<file path="src/wcrc_defines.vh">
// Purpose: constants for the write checksum frame checker
// Assumes: apb with 32-bit data, word aligned registers
// Notes:   definitions only
`ifndef WCRC_DEFINES_VH
`define WCRC_DEFINES_VH

// ==========================================================
// register offsets (byte addresses)
`define OFS_CONTROL   8'h00
`define OFS_STATUS    8'h04
`define OFS_CHECKSUM  8'h08

// ==========================================================
// control fields
`define CTL_CRC_EN    0
`define CTL_WIDTH_LO  1
`define CTL_WIDTH_HI  2
`define CTL_MASK_EN   3
`define CONTROL_RST   4'h0

// ==========================================================
// status fields
`define STS_CRC_ERR   0
`define STS_FRAME_ERR 1
`define STS_BUSY      2
`define STS_CNT_LO    8
`define STS_CNT_HI    15

// ==========================================================
// width modes
`define WIDTH_X4      2'h0
`define WIDTH_X8      2'h1
`define WIDTH_X16     2'h2

// ==========================================================
// frame shape
`define BEATS         4'ha
`define LAST_BEAT     4'h9
`define CRC_BEAT      4'h8
`define LANES         18
`define LINK_BITS     22
`define CRC_INIT      8'h00
`define CRC_POLY      8'h07

`endif

</file>
<file path="src/write_crc_frame_mapping.v">
// Purpose: device side write checksum check for x4, x8, x16 frames
// Assumes: link pins are asynchronous and sampled by clk_i
// Notes:   each strobe edge (both directions) carries one beat
//
// Functional notes
// - x4 eight-beat: data, then checksum nibbles
// - x8 eight-beat: lane n beat t is bit 8n+t
// - beat 8 mask lanes carry constant one
// - x16 uses two independent byte checkers
// - low byte checks 71:0, high 143:72
// - half select bit picks first half
// - x4 chopped: sixteen data bits, rest ones
// - chopped beats 4-7 ones, checksum unchanged
// - upper half feeds lower generator positions
// - x8 chopped: thirty-two data, four mask bits
// - half zero: mask into 67:64 or ones
// - half one: mask into 71:68 or ones
// - x16 chopped: two thirty-six input generators
// - upper byte mask into 139:136 or 143:140
// - x4 chopped half one: upper bits first
// - generator polynomial x8+x2+x+1
// - zero start, bit 71 first
// - recompute, compare, flag on alert
`timescale 1ns/1ps
`include "wcrc_defines.vh"

module write_crc_frame_mapping (
   // clock and reset
   input  wire        clk_i,
   input  wire        sys_rst_i,
   // apb slave
   input  wire        psel_i,
   input  wire        penable_i,
   input  wire        pwrite_i,
   input  wire [7:0]  paddr_i,
   input  wire [31:0] pwdata_i,
   output reg  [31:0] prdata_o,
   output reg         pready_o,
   output reg         pslverr_o,
   // write link pins
   input  wire        write_strobe_i,
   input  wire        write_cmd_i,
   input  wire        chopped_four_beat_burst_i,
   input  wire        critical_half_select_bit_i,
   input  wire [15:0] dq_i,
   input  wire        lower_byte_mask_invert_lane_i,
   input  wire        upper_byte_mask_invert_lane_i,
   // error report
   output reg         alert_n_o
);

   // =======================================================
   // states
   localparam [1:0] ST_IDLE    = 2'h0;
   localparam [1:0] ST_COLLECT = 2'h1;
   localparam [1:0] ST_CHECK   = 2'h2;

   // =======================================================
   // declarations
   reg  [`LINK_BITS-1:0] link_s1;
   reg  [`LINK_BITS-1:0] link_s2;
   reg                   strobe_q;
   reg                   cmd_q;
   reg  [3:0]            control;
   reg                   crc_err;
   reg                   frame_err;
   reg  [7:0]            err_cnt;
   reg  [7:0]            rx_lo_q;
   reg  [7:0]            calc_lo_q;
   reg  [7:0]            rx_hi_q;
   reg  [7:0]            calc_hi_q;
   reg  [1:0]            state;
   reg  [3:0]            beat_idx;
   reg                   chop;
   reg                   half;
   reg  [1:0]            width;
   reg                   mask_en;
   reg  [17:0]           beat_mem [0:9];
   reg  [71:0]           word_lo;
   reg  [71:0]           word_hi;
   reg  [7:0]            rx_lo;
   reg  [7:0]            rx_hi;
   reg  [17:0]           used;
   reg                   bad_frame;
   reg  [31:0]           next_rdata;
   reg                   next_slverr;
   wire [7:0]            calc_lo;
   wire [7:0]            calc_hi;
   wire                  mismatch;
   wire                  strobe_edge;
   wire                  cmd_start;
   wire                  apb_access;
   wire                  apb_wr;
   wire                  clr_crc;
   wire                  clr_frame;
   wire                  set_crc;
   wire                  set_frame;
   integer               n;
   integer               t;
   integer               k;
   integer               r;

   // =======================================================
   // serial checksum, msb of the word shifted in first
   function [7:0] crc8_72;
      input [71:0] d;
      integer      i;
      reg   [7:0]  c;
      reg          fb;
      begin
         c = `CRC_INIT;
         for (i = 71; i >= 0; i = i - 1) begin
            fb = c[7] ^ d[i];
            c  = {c[6:0], 1'b0} ^ ({8{fb}} & `CRC_POLY);
         end
         crc8_72 = c;
      end
   endfunction

   // =======================================================
   // pin synchroniser
   // data and strobe share one delay so beats stay aligned
   always @(posedge clk_i or posedge sys_rst_i) begin
      if (sys_rst_i) begin
         link_s1  <= {`LINK_BITS{1'b0}};
         link_s2  <= {`LINK_BITS{1'b0}};
         strobe_q <= 1'b0;
         cmd_q    <= 1'b0;
      end else begin
         link_s1  <= {upper_byte_mask_invert_lane_i,
                      lower_byte_mask_invert_lane_i, dq_i,
                      critical_half_select_bit_i,
                      chopped_four_beat_burst_i,
                      write_cmd_i, write_strobe_i};
         link_s2  <= link_s1;
         strobe_q <= link_s2[0];
         cmd_q    <= link_s2[1];
      end
   end

   assign strobe_edge = link_s2[0] ^ strobe_q;
   assign cmd_start   = link_s2[1] & ~cmd_q;

   // =======================================================
   // frame capture
   always @(posedge clk_i or posedge sys_rst_i) begin
      if (sys_rst_i) begin
         state    <= ST_IDLE;
         beat_idx <= 4'h0;
         chop     <= 1'b0;
         half     <= 1'b0;
         width    <= `WIDTH_X4;
         mask_en  <= 1'b0;
         for (r = 0; r < 10; r = r + 1) begin
            beat_mem[r] <= {`LANES{1'b0}};
         end
      end else begin
         case (state)
            ST_IDLE: begin
               if (cmd_start && control[`CTL_CRC_EN]) begin
                  chop     <= link_s2[2];
                  half     <= link_s2[3];
                  width    <= control[`CTL_WIDTH_HI:`CTL_WIDTH_LO];
                  mask_en  <= control[`CTL_MASK_EN];
                  beat_idx <= 4'h0;
                  state    <= ST_COLLECT;
               end
            end
            ST_COLLECT: begin
               if (strobe_edge) begin
                  beat_mem[beat_idx] <= link_s2[21:4];
                  beat_idx <= beat_idx + 4'h1;
                  if (beat_idx == `LAST_BEAT) begin
                     state <= ST_CHECK;
                  end
               end
            end
            ST_CHECK: begin
               state <= ST_IDLE;
            end
            default: begin
               state <= ST_IDLE;
            end
         endcase
      end
   end

   // =======================================================
   // generator input maps
   // chopped frames keep the four received beats in the low
   // positions; the half bit only moves the mask nibble
   always @* begin
      word_lo = {72{1'b1}};
      word_hi = {72{1'b1}};
      rx_lo   = 8'h00;
      rx_hi   = 8'h00;
      for (n = 0; n < 8; n = n + 1) begin
         for (t = 0; t < 8; t = t + 1) begin
            if (!chop || t < 4) begin
               if (width != `WIDTH_X4 || n < 4) begin
                  word_lo[8*n+t] = beat_mem[t][n];
               end
               word_hi[8*n+t] = beat_mem[t][8+n];
            end
         end
      end
      if (mask_en && width != `WIDTH_X4) begin
         for (t = 0; t < 8; t = t + 1) begin
            if (!chop) begin
               word_lo[64+t] = beat_mem[t][16];
               word_hi[64+t] = beat_mem[t][17];
            end else if (t < 4) begin
               if (half) begin
                  word_lo[68+t] = beat_mem[t][16];
                  word_hi[68+t] = beat_mem[t][17];
               end else begin
                  word_lo[64+t] = beat_mem[t][16];
                  word_hi[64+t] = beat_mem[t][17];
               end
            end
         end
      end
      if (width == `WIDTH_X4) begin
         for (n = 0; n < 4; n = n + 1) begin
            rx_lo[n]   = beat_mem[8][n];
            rx_lo[n+4] = beat_mem[9][n];
         end
      end else begin
         for (n = 0; n < 8; n = n + 1) begin
            rx_lo[n] = beat_mem[8][n];
            rx_hi[n] = beat_mem[8][8+n];
         end
      end
   end

   // =======================================================
   // frame shape check: padding beats must be all ones on the lanes the width uses
   always @* begin
      case (width)
         `WIDTH_X8:  used = 18'h100ff;
         `WIDTH_X16: used = 18'h3ffff;
         default:    used = 18'h0000f;
      endcase
      bad_frame = 1'b0;
      if (chop) begin
         // own index: a shared one makes the comb blocks wake each other
         for (k = 4; k < 8; k = k + 1) begin
            bad_frame = bad_frame | (|(~beat_mem[k] & used));
         end
      end
      if (width != `WIDTH_X4) begin
         bad_frame = bad_frame | (|(~beat_mem[9] & used));
         bad_frame = bad_frame |
                     (|(~beat_mem[8][17:16] & used[17:16]));
      end
   end

   // two identical generators, one per byte group
   assign calc_lo  = crc8_72(word_lo);
   assign calc_hi  = crc8_72(word_hi);
   assign mismatch = (calc_lo != rx_lo) ||
                     (width == `WIDTH_X16 &&
                      calc_hi != rx_hi);

   // =======================================================
   // apb slave, one wait state
   assign apb_access = psel_i & penable_i & ~pready_o;
   assign apb_wr     = apb_access & pwrite_i;
   assign clr_crc    = apb_wr && paddr_i == `OFS_STATUS &&
                       pwdata_i[`STS_CRC_ERR];
   assign clr_frame  = apb_wr && paddr_i == `OFS_STATUS &&
                       pwdata_i[`STS_FRAME_ERR];
   assign set_crc    = (state == ST_CHECK) & mismatch;
   assign set_frame  = (state == ST_CHECK) & bad_frame;

   always @* begin
      next_rdata  = 32'h00000000;
      next_slverr = 1'b0;
      case (paddr_i)
         `OFS_CONTROL: next_rdata = {28'h0000000, control};
         `OFS_STATUS: begin
            next_rdata[`STS_CRC_ERR]   = crc_err;
            next_rdata[`STS_FRAME_ERR] = frame_err;
            next_rdata[`STS_BUSY]      = (state != ST_IDLE);
            next_rdata[`STS_CNT_HI:`STS_CNT_LO] = err_cnt;
         end
         `OFS_CHECKSUM: begin
            next_rdata = {calc_hi_q, rx_hi_q, calc_lo_q, rx_lo_q};
         end
         default: next_slverr = 1'b1;
      endcase
   end

   always @(posedge clk_i or posedge sys_rst_i) begin
      if (sys_rst_i) begin
         pready_o  <= 1'b0;
         pslverr_o <= 1'b0;
         prdata_o  <= 32'h00000000;
         control   <= `CONTROL_RST;
      end else begin
         pready_o  <= apb_access;
         pslverr_o <= apb_access & next_slverr;
         if (apb_access && !pwrite_i) begin
            prdata_o <= next_rdata;
         end
         if (apb_wr && paddr_i == `OFS_CONTROL) begin
            control <= pwdata_i[3:0];
         end
      end
   end

   // =======================================================
   // error status; a new error beats a clear in the same cycle
   always @(posedge clk_i or posedge sys_rst_i) begin
      if (sys_rst_i) begin
         crc_err   <= 1'b0;
         frame_err <= 1'b0;
         err_cnt   <= 8'h00;
         rx_lo_q   <= 8'h00;
         rx_hi_q   <= 8'h00;
         calc_lo_q <= 8'h00;
         calc_hi_q <= 8'h00;
         alert_n_o <= 1'b1;
      end else begin
         crc_err   <= set_crc | (crc_err & ~clr_crc);
         frame_err <= set_frame | (frame_err & ~clr_frame);
         alert_n_o <= ~(set_crc | (crc_err & ~clr_crc));
         if (set_crc && err_cnt != 8'hff) begin
            err_cnt <= err_cnt + 8'h01;
         end
         if (state == ST_CHECK) begin
            rx_lo_q   <= rx_lo;
            rx_hi_q   <= rx_hi;
            calc_lo_q <= calc_lo;
            calc_hi_q <= calc_hi;
         end
      end
   end

endmodule // write_crc_frame_mapping

</file>
<file path="config.mk">
export PLATFORM = sky130hd
export DESIGN_NAME = write_crc_frame_mapping
export DESIGN_NICKNAME = d
export VERILOG_FILES = /design/src/write_crc_frame_mapping.v
export VERILOG_INCLUDE_DIRS = /design/src
export SDC_FILE = /design/constraint.sdc
export NUM_CORES = 1
export LEC_CHECK = 0
export ABC_AREA = 1
export BUFFER_PORTS_ARGS = -buffer_cell sky130_fd_sc_hd__buf_2
export CAP_MARGIN = 40
export CORE_MARGIN = 8
export CORE_UTILIZATION = 58
export CTS_BUF_LIST = sky130_fd_sc_hd__clkbuf_4 sky130_fd_sc_hd__clkbuf_8
export DETAILED_ROUTE_END_ITERATION = 7
export GPL_TIMING_DRIVEN = 1
export HOLD_SLACK_MARGIN = 0.06
export PLACE_DENSITY_LB_ADDON = 0.05
export SETUP_SLACK_MARGIN = 0.02
export SLEW_MARGIN = 20
export SYNTH_ARGS = -nofsm -noshare
export SYNTH_HDL_FRONTEND = slang
export SYNTH_SLANG_ARGS = --single-unit
</file>
<file path="constraint.sdc">
create_clock -name clk_i -period 10.55 [get_ports clk_i]
set_clock_uncertainty 0.1 [all_clocks]
set_input_delay 1.055 -clock clk_i [delete_from_list [all_inputs] [get_ports clk_i]]
set_output_delay 1.055 -clock clk_i [all_outputs]
set_load 0.05 [all_outputs]
</file>
# ---- Word-level counts from Yosys, hierarchy flattened
# Index checks and enable logic that the tools add are counted.
dict set report totals {
  reg_bits 318
  output_inout_bits 35
  wordCells 545
  inputBits 67
}
dict set report op_classes {
  bitwise_logic 317
  muxes 150
  n_eq_ne 13
  addsub 2
  magnitude_cmp 2
  reduce_logical 29
}
# operator count
set op_table {}
lappend op_table {{$xor 8x3->8} 134}
lappend op_table {{$bwmux 180} 1}
lappend op_table {{$xor 1x1->1} 133}
lappend op_table {{$mux 1} 131}
lappend op_table {{$and 18x18->18} 5}
lappend op_table {{$not 18->18} 5}
lappend op_table {{$reduce_or 18->1} 5}
lappend op_table {{$demux 18 s4} 1}
lappend op_table {{$pmux 18 s2} 1}
lappend op_table {{$mux 8} 4}
lappend op_table {{$mux 18} 1}
lappend op_table {{$mux 16} 1}
lappend op_table {{$ne 8x8->1} 2}
lappend op_table {{$pmux 8 s2} 1}
lappend op_table {{$xor 7x3->7} 2}
lappend op_table {{$xor 6x3->6} 2}
lappend op_table {{$logic_and 1x1->1} 10}
lappend op_table {{$pmux 5 s2} 1}
lappend op_table {{$xor 5x3->5} 2}
lappend op_table {{$and 1x1->1} 9}
lappend op_table {{$pmux 3 s3} 1}
lappend op_table {{$add 8x1->8 const B} 1}
lappend op_table {{$eq 8x3->1 const B} 1}
lappend op_table {{$eq 8x4->1 const B} 1}
lappend op_table {{28 further kinds} 58}

# ---- Logic depth before layout (Yosys ltp)
# Gate-level depths: netlist of run 1.
dict set report depth {
  ltp_word 146
  depth_mapped 63
  depth_no_buf 61
}

# ---- Worst setup path before layout of run 1
# Ideal clock, no wire load.
dict set report synth_timing {
  path_type {flip-flop to flip-flop}
  startpoint {register width[1]}
  endpoint {register err_cnt[2]}
  setup_ns 0.066
  path_stages_with_launch 58
  setup_slack_ns 5.344
  t_arrival_ns 5.040
  path_cell_list {dfrtp_1 inv_1 ha_1 buf_6 nor2_2 inv_1 or2_1 xor2_1 inv_1 nand2_1 nand2_2 nand2_1 nand2_1 nand2_2 nand2_4 inv_2 nand2_1 nand2_2 (+22 left out) nand2_2 nand2_1 nand3_2 nand2_2 nand2_2 nand2_2 nand2_4 nand2_4 nand2_1 nand2_1 nand2_1 nor2_1 nand2_1 nor2_2 nand2_4 nand3_4 nand2_1 nand2_1}
}
dict set report synth_via {
  elab_chain_len 90
}
# item line_no
set synth_lines {}
lappend synth_lines {{start: declaration} write_crc_frame_mapping.v:76} ;# reg [1:0] width;
lappend synth_lines {{start signal: assignment} write_crc_frame_mapping.v:152} ;# width <= `WIDTH_X4;
lappend synth_lines {{start signal: assignment} write_crc_frame_mapping.v:163} ;# width <= control[`CTL_WIDTH_HI:`CTL_WIDTH_LO];
lappend synth_lines {{$reduce_bool 2->1 (no line)} -}
lappend synth_lines {{$logic_and 1x1->1 (no line)} -}
lappend synth_lines {{$mux 8} write_crc_frame_mapping.v:207} ;# if (mask_en && width != `WIDTH_X4) begin
lappend synth_lines {{$xor 4x3->4 or $xor 1x1->1 (tied branches)} {write_crc_frame_mapping.v:114, write_crc_frame_mapping.v:113}}
lappend synth_lines {{$xor 5x3->5} write_crc_frame_mapping.v:114} ;# c = {c[6:0], 1'b0} ^ ({8{fb}} & `CRC_POLY);
lappend synth_lines {{$xor 6x3->6} write_crc_frame_mapping.v:114}
lappend synth_lines {{$xor 7x3->7} write_crc_frame_mapping.v:114}
lappend synth_lines {{$xor 8x3->8} write_crc_frame_mapping.v:114}
lappend synth_lines {{(+70 left out)} -}
lappend synth_lines {{$xor 8x3->8 or $xor 1x1->1 (tied branches) (5 in series)} {write_crc_frame_mapping.v:114, write_crc_frame_mapping.v:113}}
lappend synth_lines {{$xor 1x1->1 or $xor 8x3->8 (tied branches)} {write_crc_frame_mapping.v:113, write_crc_frame_mapping.v:114}}
lappend synth_lines {{$xor 8x3->8} write_crc_frame_mapping.v:114}
lappend synth_lines {{$ne 8x8->1} write_crc_frame_mapping.v:263} ;# calc_hi != rx_hi);
lappend synth_lines {{$logic_and 1x1->1} write_crc_frame_mapping.v:262} ;# (width == `WIDTH_X16 &&
lappend synth_lines {{$logic_or 1x1->1 (*)} write_crc_frame_mapping.v:261} ;# assign mismatch = (calc_lo != rx_lo) ||
lappend synth_lines {{$and 1x1->1 (*)} write_crc_frame_mapping.v:273} ;# assign set_crc = (state == ST_CHECK) & mismatch;
lappend synth_lines {{$logic_and 1x1->1 (*)} write_crc_frame_mapping.v:328} ;# if (set_crc && err_cnt != 8'hff) begin
lappend synth_lines {{end signal: assignment} write_crc_frame_mapping.v:329} ;# err_cnt <= err_cnt + 8'h01;
lappend synth_lines {{end: declaration} write_crc_frame_mapping.v:67} ;# reg [7:0] err_cnt;
# Mark *: on every way between the ends. The rest lies on a longest branch, timed or not.
# A chain may end at the register's enable or synchronous reset.

# ---- Worst setup path after layout of run 1
# Same ends and word-level chain as after synthesis.

==> results of run 1 <==
-- per-layer routing --
metal  vias to the layer above  GRT usage (%)  routed length (µm)
li1                       9474              -                   -
met1                      8769           34.3               23600
met2                       482           41.5               23800
met3                        88           3.08                2590
met4                         0           8.36                1200
met5                         -              0                   0
-- path summary, 6_finish.rpt --
path / slack [ns] / from / cells after the start / end
max in group asynchronous: 8.68 / sys_rst_i / 5 / link_s2[15]
worst max register to register: 3.54 / width[1] / 55 / err_cnt[2]
min in group asynchronous: 0.27 / sys_rst_i / 2 / link_s1[7]
worst max-delay path: 3.54 / width[1] / 55 / err_cnt[2]
worst min-delay path: 0.25 / link_s1[8] / 0 / link_s2[8]
worst min register to register: 0.25 / link_s1[8] / 0 / link_s2[8]
-- kinds of logic after synthesis --
kind of cell | Yosys count | share of synthesized area, %
XOR/XNOR | 40 | 1.88
AND/OR/NAND/NOR | 1884 | 43.0
buffers and inverters | 373 | 7.49
AO/OA/AOI/OAI | 261 | 6.88
flip-flops | 318 | 40.1
adder cells (fa/ha/maj) | 8 | 0.505
multiplexers | 2 | 0.107
-- area by class of cell --
cell class / instances / area (µm²) / area share [%]
clock buffers: 85 / 1100 / 5.01
well taps: 448 / 561 / 2.55
flip-flops and latches: 318 / 7960 / 36.2
multi-input cells: 2195 / 10400 / 47.2
inverters: 306 / 1160 / 5.26
clock inverters: 16 / 145 / 0.660
repair buffers: 98 / 672 / 3.06
-- critical path: cells and delay by family, from the launching register on --
kind | cells | cell delay (ns)
flops | 1 | 0.39
buf+inv | 6 | 0.60
fa+ha+maj | 1 | 0.22
simple gates | 48 | 5.54
-- synthesized netlist by cell type, types with 2 or more instances --
| master | number | area [µm²] |
|---|---|---|
| a21oi_1 | 7 | 35.0 |
| a31oi_1 | 3 | 18.8 |
| buf_1 | 2 | 7.51 |
| buf_2 | 2 | 10.0 |
| buf_4 | 7 | 52.6 |
| buf_6 | 6 | 67.6 |
| clkbuf_1 | 49 | 184 |
| dfrtp_1 | 317 | 7930 |
| ha_1 | 8 | 100 |
| inv_1 | 282 | 1060 |
| inv_2 | 23 | 86.3 |
| nand2_1 | 1082 | 4060 |
| nand2_2 | 132 | 826 |
| nand2_4 | 9 | 101 |
| nand3_1 | 421 | 2110 |
| nand3_2 | 32 | 320 |
| nand3_4 | 2 | 35.0 |
| nand3b_1 | 30 | 225 |
| nand4_1 | 45 | 282 |
| nor2_1 | 109 | 409 |
| nor2_2 | 3 | 18.8 |
| nor2_4 | 2 | 22.5 |
| nor3_1 | 4 | 20.0 |
| nor4_1 | 5 | 31.3 |
| o211ai_1 | 5 | 37.5 |
| o21ai_0 | 236 | 1180 |
| o22ai_2 | 3 | 37.5 |
| o41ai_1 | 2 | 17.5 |
| or2_1 | 2 | 12.5 |
| or2_2 | 4 | 25.0 |
| xnor2_1 | 14 | 123 |
| xor2_1 | 23 | 201 |
| xor2_2 | 2 | 32.5 |
-- registers in the layout, indices dropped and copies added, names as in the netlist, 4 cells and up --
name,cells
beat_mem,180
prdata_o,32
link_s1,22
link_s2,22
calc_hi_q,8
calc_lo_q,8
err_cnt,8
rx_hi_q,8
rx_lo_q,8
beat_idx,4
control,4
-- placed cells by master (no fill, tap or decap), types with 3 or more instances in the layout --
cell | Yosys | layout
a21oi_1 | 7 | 7
clkbuf_8 | 0 | 74
xor2_1 | 23 | 23
o211ai_1 | 5 | 5
buf_2 | 2 | 73
ha_1 | 8 | 8
buf_16 | 0 | 5
xnor2_1 | 14 | 14
inv_2 | 23 | 23
nor2_1 | 109 | 108
o22ai_2 | 3 | 3
buf_4 | 7 | 17
nor4_1 | 5 | 5
nand2_4 | 9 | 9
nor3_1 | 4 | 4
dfrtp_1 | 317 | 316
clkinv_2 | 0 | 10
nand3_2 | 32 | 32
or2_2 | 4 | 4
nand2_2 | 132 | 132
clkbuf_4 | 0 | 11
nor2_2 | 3 | 4
o21ai_0 | 236 | 236
nand2_1 | 1082 | 1082
nand3b_1 | 30 | 30
nand3_1 | 421 | 421
inv_1 | 282 | 281
nand4_1 | 45 | 45
a31oi_1 | 3 | 3
-- metrics by stage --
stage	hold WS, ns	area (µm²)
after detailed placement	0.236	20700
after floorplan	0.231	19800
after CTS	0.249	21900
after global routing	0.253	22000
final	0.246	22000
after global placement	0.231	20600
==> run_results.csv, run 1 <==
group,metric,value,unit
run_status,outcome,"complete, no violations",
cells_and_area,drive_above_1_share,13.9,%
worst_setup_path,cpMaxStageDelayCell,"nor2_4",
cells_and_area,nFillCells,3064,
place,dp.cells,3362,
clock_tree,cts_tree,"yes",
floorplan,ios,102,
sta,finalSetupViolations,0,
worst_setup_path,cp-end-kind,"flip-flop",
sta,fmax,143,MHz
worst_hold_path,hp-class,"reg2reg",
global_route,grt_pass1_vias,17700,
worst_setup_path,cpMostUsedCell,"nand2_1",
place,hpwlAfterDp,37900,µm
global_route,grt_pass1_wl,85500,µm
floorplan,die_h,201,µm
yosys,synth_area,19800,µm²
worst_setup_path,crit_arrival,7.44,ns
clock_tree,insertion_delay,0.65,ns
global_route,grt_overflow_total,0,
clock_tree,hold_buffers,0,
route,avgViaCountPerCell,5.43,
global_route,antenna_found_initial,0,
yosys,synth.avg_cell_area,6.87,µm²
cells_and_area,antenna-diode-count,0,
yosys,yosysWarnings,0,
floorplan,rows,67,
route,antenna_left,0,
sta,period_share,66.4,%
yosys,synth-async-reset-ratio,100,%
route,drtIter0Drc,1320,
route,drt-pass1-iter-count,6,
job,drv_cap,0,
yosys,syn_nets,2961,
yosys,synthCells,2886,
clock_tree,clkTransAtPathRegs,0.06,ns
floorplan,core_area,33600,µm²
yosys,synth_seq_cells,318,
sta,fin_ws,3.54,ns
worst_setup_path,start_kind,"flip-flop",
global_route,grt_usage,25.3,%
clock_tree,ctsLongestPathBuffers,3,
cells_and_area,stdcell_count,3466,
sta,slew_viol_final,0,
sta,worst_pin_slew,0.811,ns
clock_tree,cts_sinks,318,
route,wl,51200,µm
worst_setup_path,cp_max_fo,30,
yosys,synth_flop_cell,"dfrtp_1",
route,avgRoutedWirePerCell,14.8,µm
cells_and_area,area_growth_syn_to_layout,10.9,%
sta,finalHoldViolCount,0,
clock_tree,clockRootBuffer,"clkbuf_8",
sta,finalCriticalPeriod,7.01,ns
place,pre_cts_slack,3.66,ns
global_route,grt_max_degree,121,
sta,slew-limit-headroom,45.8,%
yosys,synthDistinctLibCells,46,
worst_setup_path,cp.required,10.98,ns
clock_tree,cts-resized-gates,0,
cells_and_area,nets,3048,
floorplan,die_area,40400,µm²
yosys,synth-edff-count,0,
clock_tree,cts_setup_buffers,0,
route,via_count,18800,
sta,rsz0062_at_grt,"false",
place,io_buffers,73,
yosys,seq_area_frac_synth,40.1,%
place,place_congestion,0.898,
cells_and_area,final_util,65.4,%
floorplan,die_w,201,µm
clock_tree,htree_levels,2,
clock_tree,cts_buffers,54,
floorplan,start_util,59.0,%
worst_setup_path,crit_type,"reg2reg",
worst_setup_path,max_stage_delay,0.60,ns
route,route.detailed.drc,0,
sta,tns,0,ns
Power of run 1 is left out: the tool's default activity adds up to more than one toggle a clock period on the data nets, which glitch-free logic cannot reach.
==> run 2, diff against run 1 <==
Clock period 10.55 ns to 5.8 ns, I/O delays scaled along.
==> run 2 against run 1 <==
The flow now finishes with violations (negative setup slack). Count of clock-buffer cells in the layout is 2 lower. Final cell count is 5.0% higher. Utilization is 13 points higher. Sequential share of layout area is 6.1 points lower. Critical path type unchanged. Critical endpoint is now err_cnt[4].
==> run_results.csv, run 2 (same netlist as run 1, synthesis figures left out) <==
group,metric,value,unit
run_status,outcome,"complete, but fails checks",
run_status,failed_checks,"negative setup slack",
cells_and_area,final_common_cell,"nand2_1",
worst_setup_path,crit_arrival,6.88,ns
sta,worst_pin_slew,0.851,ns
global_route,grt_usage,27.8,%
worst_setup_path,crit_type,"reg2reg",
route,avgViaCountPerCell,5.70,
global_route,grt_pass1_wl,94500,µm
cells_and_area,drive_above_1_share,34.3,%
cells_and_area,area_growth_syn_to_layout,33.1,%
worst_setup_path,max_stage_delay,0.48,ns
clock_tree,clockRootBuffer,"clkbuf_8",
job,drv_cap,0,
worst_setup_path,r2r_start,"chop",
sta,rsz0062_at_grt,"true",
floorplan,ios,102,
global_route,grt_pass1_vias,19400,
cells_and_area,largest_register_ffs,180,
place,io_buffers,73,
clock_tree,cts_buffers,55,
worst_hold_path,hp-class,"in2reg",
sta,period_share,110,%
worst_setup_path,cp_top_family,"simple AND/OR/NAND/NOR gates",
route,avgRoutedWirePerCell,17.3,µm
floorplan,start_util,59.0,%
sta,fin_ws,-0.601,ns
cells_and_area,reg.largest.list,"beat_mem x180, prdata_o x32",
worst_setup_path,crit_path_start,"chop",
clock_tree,clkTransAtPathRegs,0.07,ns
sta,slew_viol_final,0,
clock_tree,cts_sinks,318,
worst_setup_path,cp.required,6.28,ns
place,post_dp_cell_area,21400,µm²
cells_and_area,regMostFlops,"beat_mem",
sta,slew-limit-headroom,43.3,%
cells_and_area,nFillCells,2350,
global_route,grt_overflow_total,0,
worst_setup_path,rr_worst_depth,51,
sta,finalCriticalPeriod,6.40,ns
worst_setup_path,r2r_slack,-0.60,ns
route,antenna_left,0,
sta,finalHoldViolCount,0,
route,drt-pass1-iter-count,5,
worst_setup_path,cp-end-kind,"flip-flop",
clock_tree,cts_tree,"yes",
route,route.detailed.drc,0,
clock_tree,insertion_delay,0.64,ns
global_route,grt_max_degree,155,
place,hpwlAfterDp,39500,µm
sta,fmax,156,MHz
global_route,antenna_found_initial,0,
route,drtIter0Drc,1765,
worst_setup_path,start_kind,"flip-flop",
route,via_count,20800,
worst_setup_path,cp_max_fo,8,
worst_setup_path,worst-path-stages,51,
worst_setup_path,cpMaxStageDelayCell,"dfrtp_2",
worst_setup_path,path_buf_inv,8,
cells_and_area,mostFrequentLayoutCells,"nand2_1 (764), dfrtp_1 (316), nand2_2 (313), nand3_1 (277), inv_1 (244)",
cells_and_area,finalInstanceArea,26400,µm²
floorplan,die_h,201,µm
cells_and_area,nets,3221,
clock_tree,htree_levels,2,
floorplan,core_area,33600,µm²
place,place_congestion,0.890,
floorplan,die_w,201,µm
worst_setup_path,crit_end,"err_cnt[4]",
route,wl,62900,µm
floorplan,rows,67,
sta,finalSetupViolations,15,
floorplan,die_area,40400,µm²
worst_setup_path,r2r_end,"err_cnt[4]",
clock_tree,ctsLongestPathBuffers,3,
[run 2: layout make-up]
| class | count | area [µm²] | area share (%) |
|---|---|---|---|
| Antenna cell | 1 | 2.50 | 0.00948 |
| Clock inverter | 18 | 129 | 0.488 |
| Multi-Input combinational cell | 2196 | 13400 | 50.8 |
| Clock buffer | 83 | 1070 | 4.07 |
| Sequential cell | 318 | 7960 | 30.2 |
| Tap cell | 448 | 561 | 2.12 |
| Timing Repair Buffer | 269 | 2090 | 7.93 |
| Inverter | 306 | 1160 | 4.41 |
[run 2: worst min-delay path by stage]
stage,start,to,slack (ns),depth (start not counted)
floorplan,link_s1[0],link_s2[0],0.23,0
detailed placement,link_s1[20],link_s2[20],0.23,0
finish,pwdata_i[2],control[2],0.12,2
global placement,link_s1[2],link_s2[2],0.23,0
CTS,pwdata_i[2],control[2],0.09,2
global route,pwdata_i[2],control[2],0.1,2
[run 2: stage by stage]
step	std cells	TNS (ns)	hold WS, ns	worst slack [ns]	utilization (%)
after floorplan	2886	0	0.231	0.594	-
after CTS	3620	0	0.0888	0.0000959	74.3
final	3639	-5.86	0.124	-0.601	78.5
after global routing	3638	-15.66	0.0956	-1.20	78.5
after detailed placement	3459	-3.81	0.235	-0.408	63.7
after global placement	3455	-1.69	0.232	-0.181	63.5
[run 2: repair_timing]
item | 4_1_cts | 5_1_grt
hold endpoints to repair | 42 | 0
setup endpoints to repair | 10 | 24
setup buffers | 34 | 20
hold buffers | 25 | 0
gates resized for setup | 480 | 291
gates cloned | 1 | 0
pin swaps | 173 | 155
[run 2: routing by layer]
metal	track usage, %	up-vias	share of wire, %	wire (µm)
met5	0	-	0	0
met1	35.9	9836	41	25800
met4	11.5	0	4.8	3000
met3	4.00	249	6.3	3970
li1	-	9806	-	-
met2	46.4	868	48	30100
Power of run 2 is left out for the same reason.
==> run 3, diff against run 2 <==
Settings changed: ABC_AREA 1 to unset.
==> run 3 against run 2 <==
The run still ends with negative setup slack left. Via count shrank 38%. First-iteration DRC count is 64% lower. Register-to-register slack better by 0.45 ns. Die area fell by 5.8%. Highest routed layer unchanged.
==> run_results.csv, run 3 <==
group,metric,value,unit
global_route,grt_usage,24.1,%
yosys,yosys.area.top_type,"dfrtp_1",
floorplan,rows,65,
yosys,synthDistinctLibCells,81,
cells_and_area,final_util,74.7,%
worst_setup_path,crit_type,"reg2reg",
sta,finalHoldViolCount,0,
worst_setup_path,max_stage_delay,0.55,ns
yosys,yosysTopAreaCellShare,42.7,%
worst_setup_path,cp_top_family,"XOR/XNOR gates",
run_status,failed_checks,"negative setup slack",
worst_setup_path,cp_max_fo,4,
place,io_buffers,73,
place,hpwlAfterDp,32600,µm
cells_and_area,regMostFlops,"beat_mem",
global_route,grt_overflow_total,0,
yosys,syn_nets,1626,
sta,finalSetupViolations,9,
job,drv_cap,0,
clock_tree,cts_sinks,318,
yosys,ys_top_cells_by_area,"dfrtp_1 (43%), mux2_2 (12%), xnor2_1 (11%), xnor3_1 (9.0%), xor2_1 (3.8%)",
cells_and_area,antenna-diode-count,0,
cells_and_area,stdcell_count,2328,
route,route.detailed.drc,0,
worst_setup_path,path_cells,"buf_6 -> buf_4 -> nand2b_4 -> a21boi_4 -> or4_4 -> o21ai_4 -> xor3_2 -> buf_6 -> xor2_2 -> buf_4 -> xnor2_1 -> xnor2_1 -> xor3_2 -> xor2_2 -> buf_4 -> xnor3_2 -> xnor2_1 -> nand2_1 -> o31a_1 -> o41ai_4 -> buf_4 -> a21oi_4 -> nand4_1 -> mux2_4",
sta,worst_pin_slew,0.914,ns
route,avgViaCountPerCell,5.49,
clock_tree,clockRootBuffer,"clkbuf_8",
yosys,synth_flop_cell,"dfrtp_1",
yosys,yosysMostFrequentCell,"dfrtp_1",
worst_setup_path,cpMostUsedCell,"buf_4",
clock_tree,cts_tree,"yes",
cells_and_area,drive_above_1_share,42.2,%
route,avgRoutedWirePerCell,19.9,µm
sta,fmax,168,MHz
route,antenna_left,0,
worst_setup_path,cp.required,6.18,ns
yosys,yosys-top-cells-count,"dfrtp_1 (317), xnor2_1 (224), mux2_2 (200)",
yosys,synthCells,1551,
cells_and_area,mostFrequentLayoutCells,"dfrtp_1 (313), buf_4 (248), mux2_2 (199), xnor2_1 (182), nand2_1 (113)",
yosys,synth_seq_cells,318,
cells_and_area,largest_register_ffs,180,
route,wl,46400,µm
route,drt-pass1-iter-count,5,
yosys,yosysWarnings,0,
cells_and_area,nets,1960,
worst_setup_path,cpMaxStageDelayCell,"xor3_2",
global_route,grt_pass1_wl,72800,µm
floorplan,start_util,58.9,%
yosys,seq_area_frac_synth,42.8,%
floorplan,ios,102,
global_route,grt_pass1_vias,13400,
global_route,antenna_found_initial,0,
global_route,grt_max_degree,166,
yosys,synth.avg_cell_area,12.0,µm²
sta,period_share,103,%
yosys,synth-edff-count,0,
floorplan,die_w,195,µm
floorplan,die_area,38000,µm²
clock_tree,clkTransAtPathRegs,0.06,ns
place,dp.cells,2161,
sta,slew-limit-headroom,39.1,%
sta,hold_ws,0.134,ns
clock_tree,cts_buffers,52,
cells_and_area,area_growth_syn_to_layout,26.8,%
sta,slew_viol_final,0,
yosys,synth-async-reset-ratio,100,%
clock_tree,insertion_delay,0.61,ns
sta,rsz0062_at_grt,"true",
worst_hold_path,hp-class,"in2reg",
run_status,outcome,"complete, but fails checks",
sta,finalCriticalPeriod,5.96,ns
route,via_count,12800,
cells_and_area,final_common_cell,"dfrtp_1",
clock_tree,htree_levels,2,
cells_and_area,reg.largest.list,"beat_mem x180, prdata_o x32",
place,place_congestion,0.901,
floorplan,die_h,195,µm
floorplan,core_area,31600,µm²
worst_setup_path,start_kind,"flip-flop",
route,drtIter0Drc,628,
sta,fin_ws,-0.155,ns
yosys,synth_area,18600,µm²
worst_setup_path,cp-end-kind,"flip-flop",
worst_setup_path,crit_arrival,6.33,ns
worst_setup_path,path_buf_inv,6,
place,pre_cts_slack,-0.473,ns
clock_tree,ctsLongestPathBuffers,3,
==> run 3: stage by stage <==
| step | setup TNS, ns | cell area [µm²] |
|---|---|---|
| 2_1_floorplan | 0 | 18600 |
| 3_3_place_gp | -2.89 | 20700 |
| 3_5_place_dp | -3.51 | 20900 |
| 4_1_cts | -0.567 | 23000 |
| 5_1_grt | -2.47 | 23600 |
| 6_report | -0.924 | 23600 |
==> run 3: timing repair <==
action | 4_1_cts | 5_1_grt
endpoints found under the hold margin | 34 | 0
setup buffers | 27 | 21
setup endpoints to repair | 10 | 10
hold buffers | 23 | 0
resized for setup | 89 | 70
pin swaps | 39 | 47
==> run 3: worst reg2reg max path, stage by stage, from the launching register on <==
cell	delay, ns
dfrtp_2	0.45
buf_6	0.14
buf_4	0.13
nand2b_4	0.08
a21boi_4	0.06
or4_4	0.54
o21ai_4	0.09
xor3_2	0.51
buf_6	0.16
xor2_2	0.16
buf_4	0.15
xnor2_1	0.14
xnor2_1	0.36
xor3_2	0.55
xor2_2	0.17
buf_4	0.13
xnor3_2	0.47
xnor2_1	0.18
nand2_1	0.07
o31a_1	0.27
o41ai_4	0.27
buf_4	0.20
a21oi_4	0.07
nand4_1	0.09
mux2_4	0.30
==> run 3: final timing paths <==
check	from	end	slack (ns)	depth (start not counted)
worst min-delay path	pwdata_i[3]	control[3]	0.13	2
worst max register to register	chop	err_cnt[6]	-0.16	24
worst min register to register	link_s1[11]	link_s2[11]	0.24	0
max in group asynchronous	sys_rst_i	prdata_o[26]	4.03	4
worst max-delay path	chop	err_cnt[6]	-0.16	24
min in group asynchronous	sys_rst_i	link_s2[11]	0.40	3
==> run 3: metal layers <==
layer / vias up / wire (µm) / track usage (%)
met3: 91 / 1580 / 3.11
met2: 256 / 23300 / 41.6
met4: 0 / 1430 / 7.89
li1: 5989 / - / -
met1: 6436 / 20000 / 31.2
met5: - / 0 / 0
==> run 3: logic make-up after synthesis <==
logic type	Yosys count	share of synthesized area (%)
XOR/XNOR	410	27.0
AND/OR/NAND/NOR	377	9.43
flip-flops	318	42.8
multiplexers	220	13.2
AO/OA/AOI/OAI	123	4.74
buffers and inverters	95	2.24
adder cells (fa/ha/maj)	8	0.539
==> run 3: area by class of cell <==
type                       count  area [µm²]
multi-input combinational   1138       11000
fill                        2162        7990
sequential                   318        7960
timing repair buffer         364        2780
clock buffer                  84        1070
tap                          402         503
clock inverter                11         173
inverter                      11        45.0
Power of run 3 is left out for the same reason.
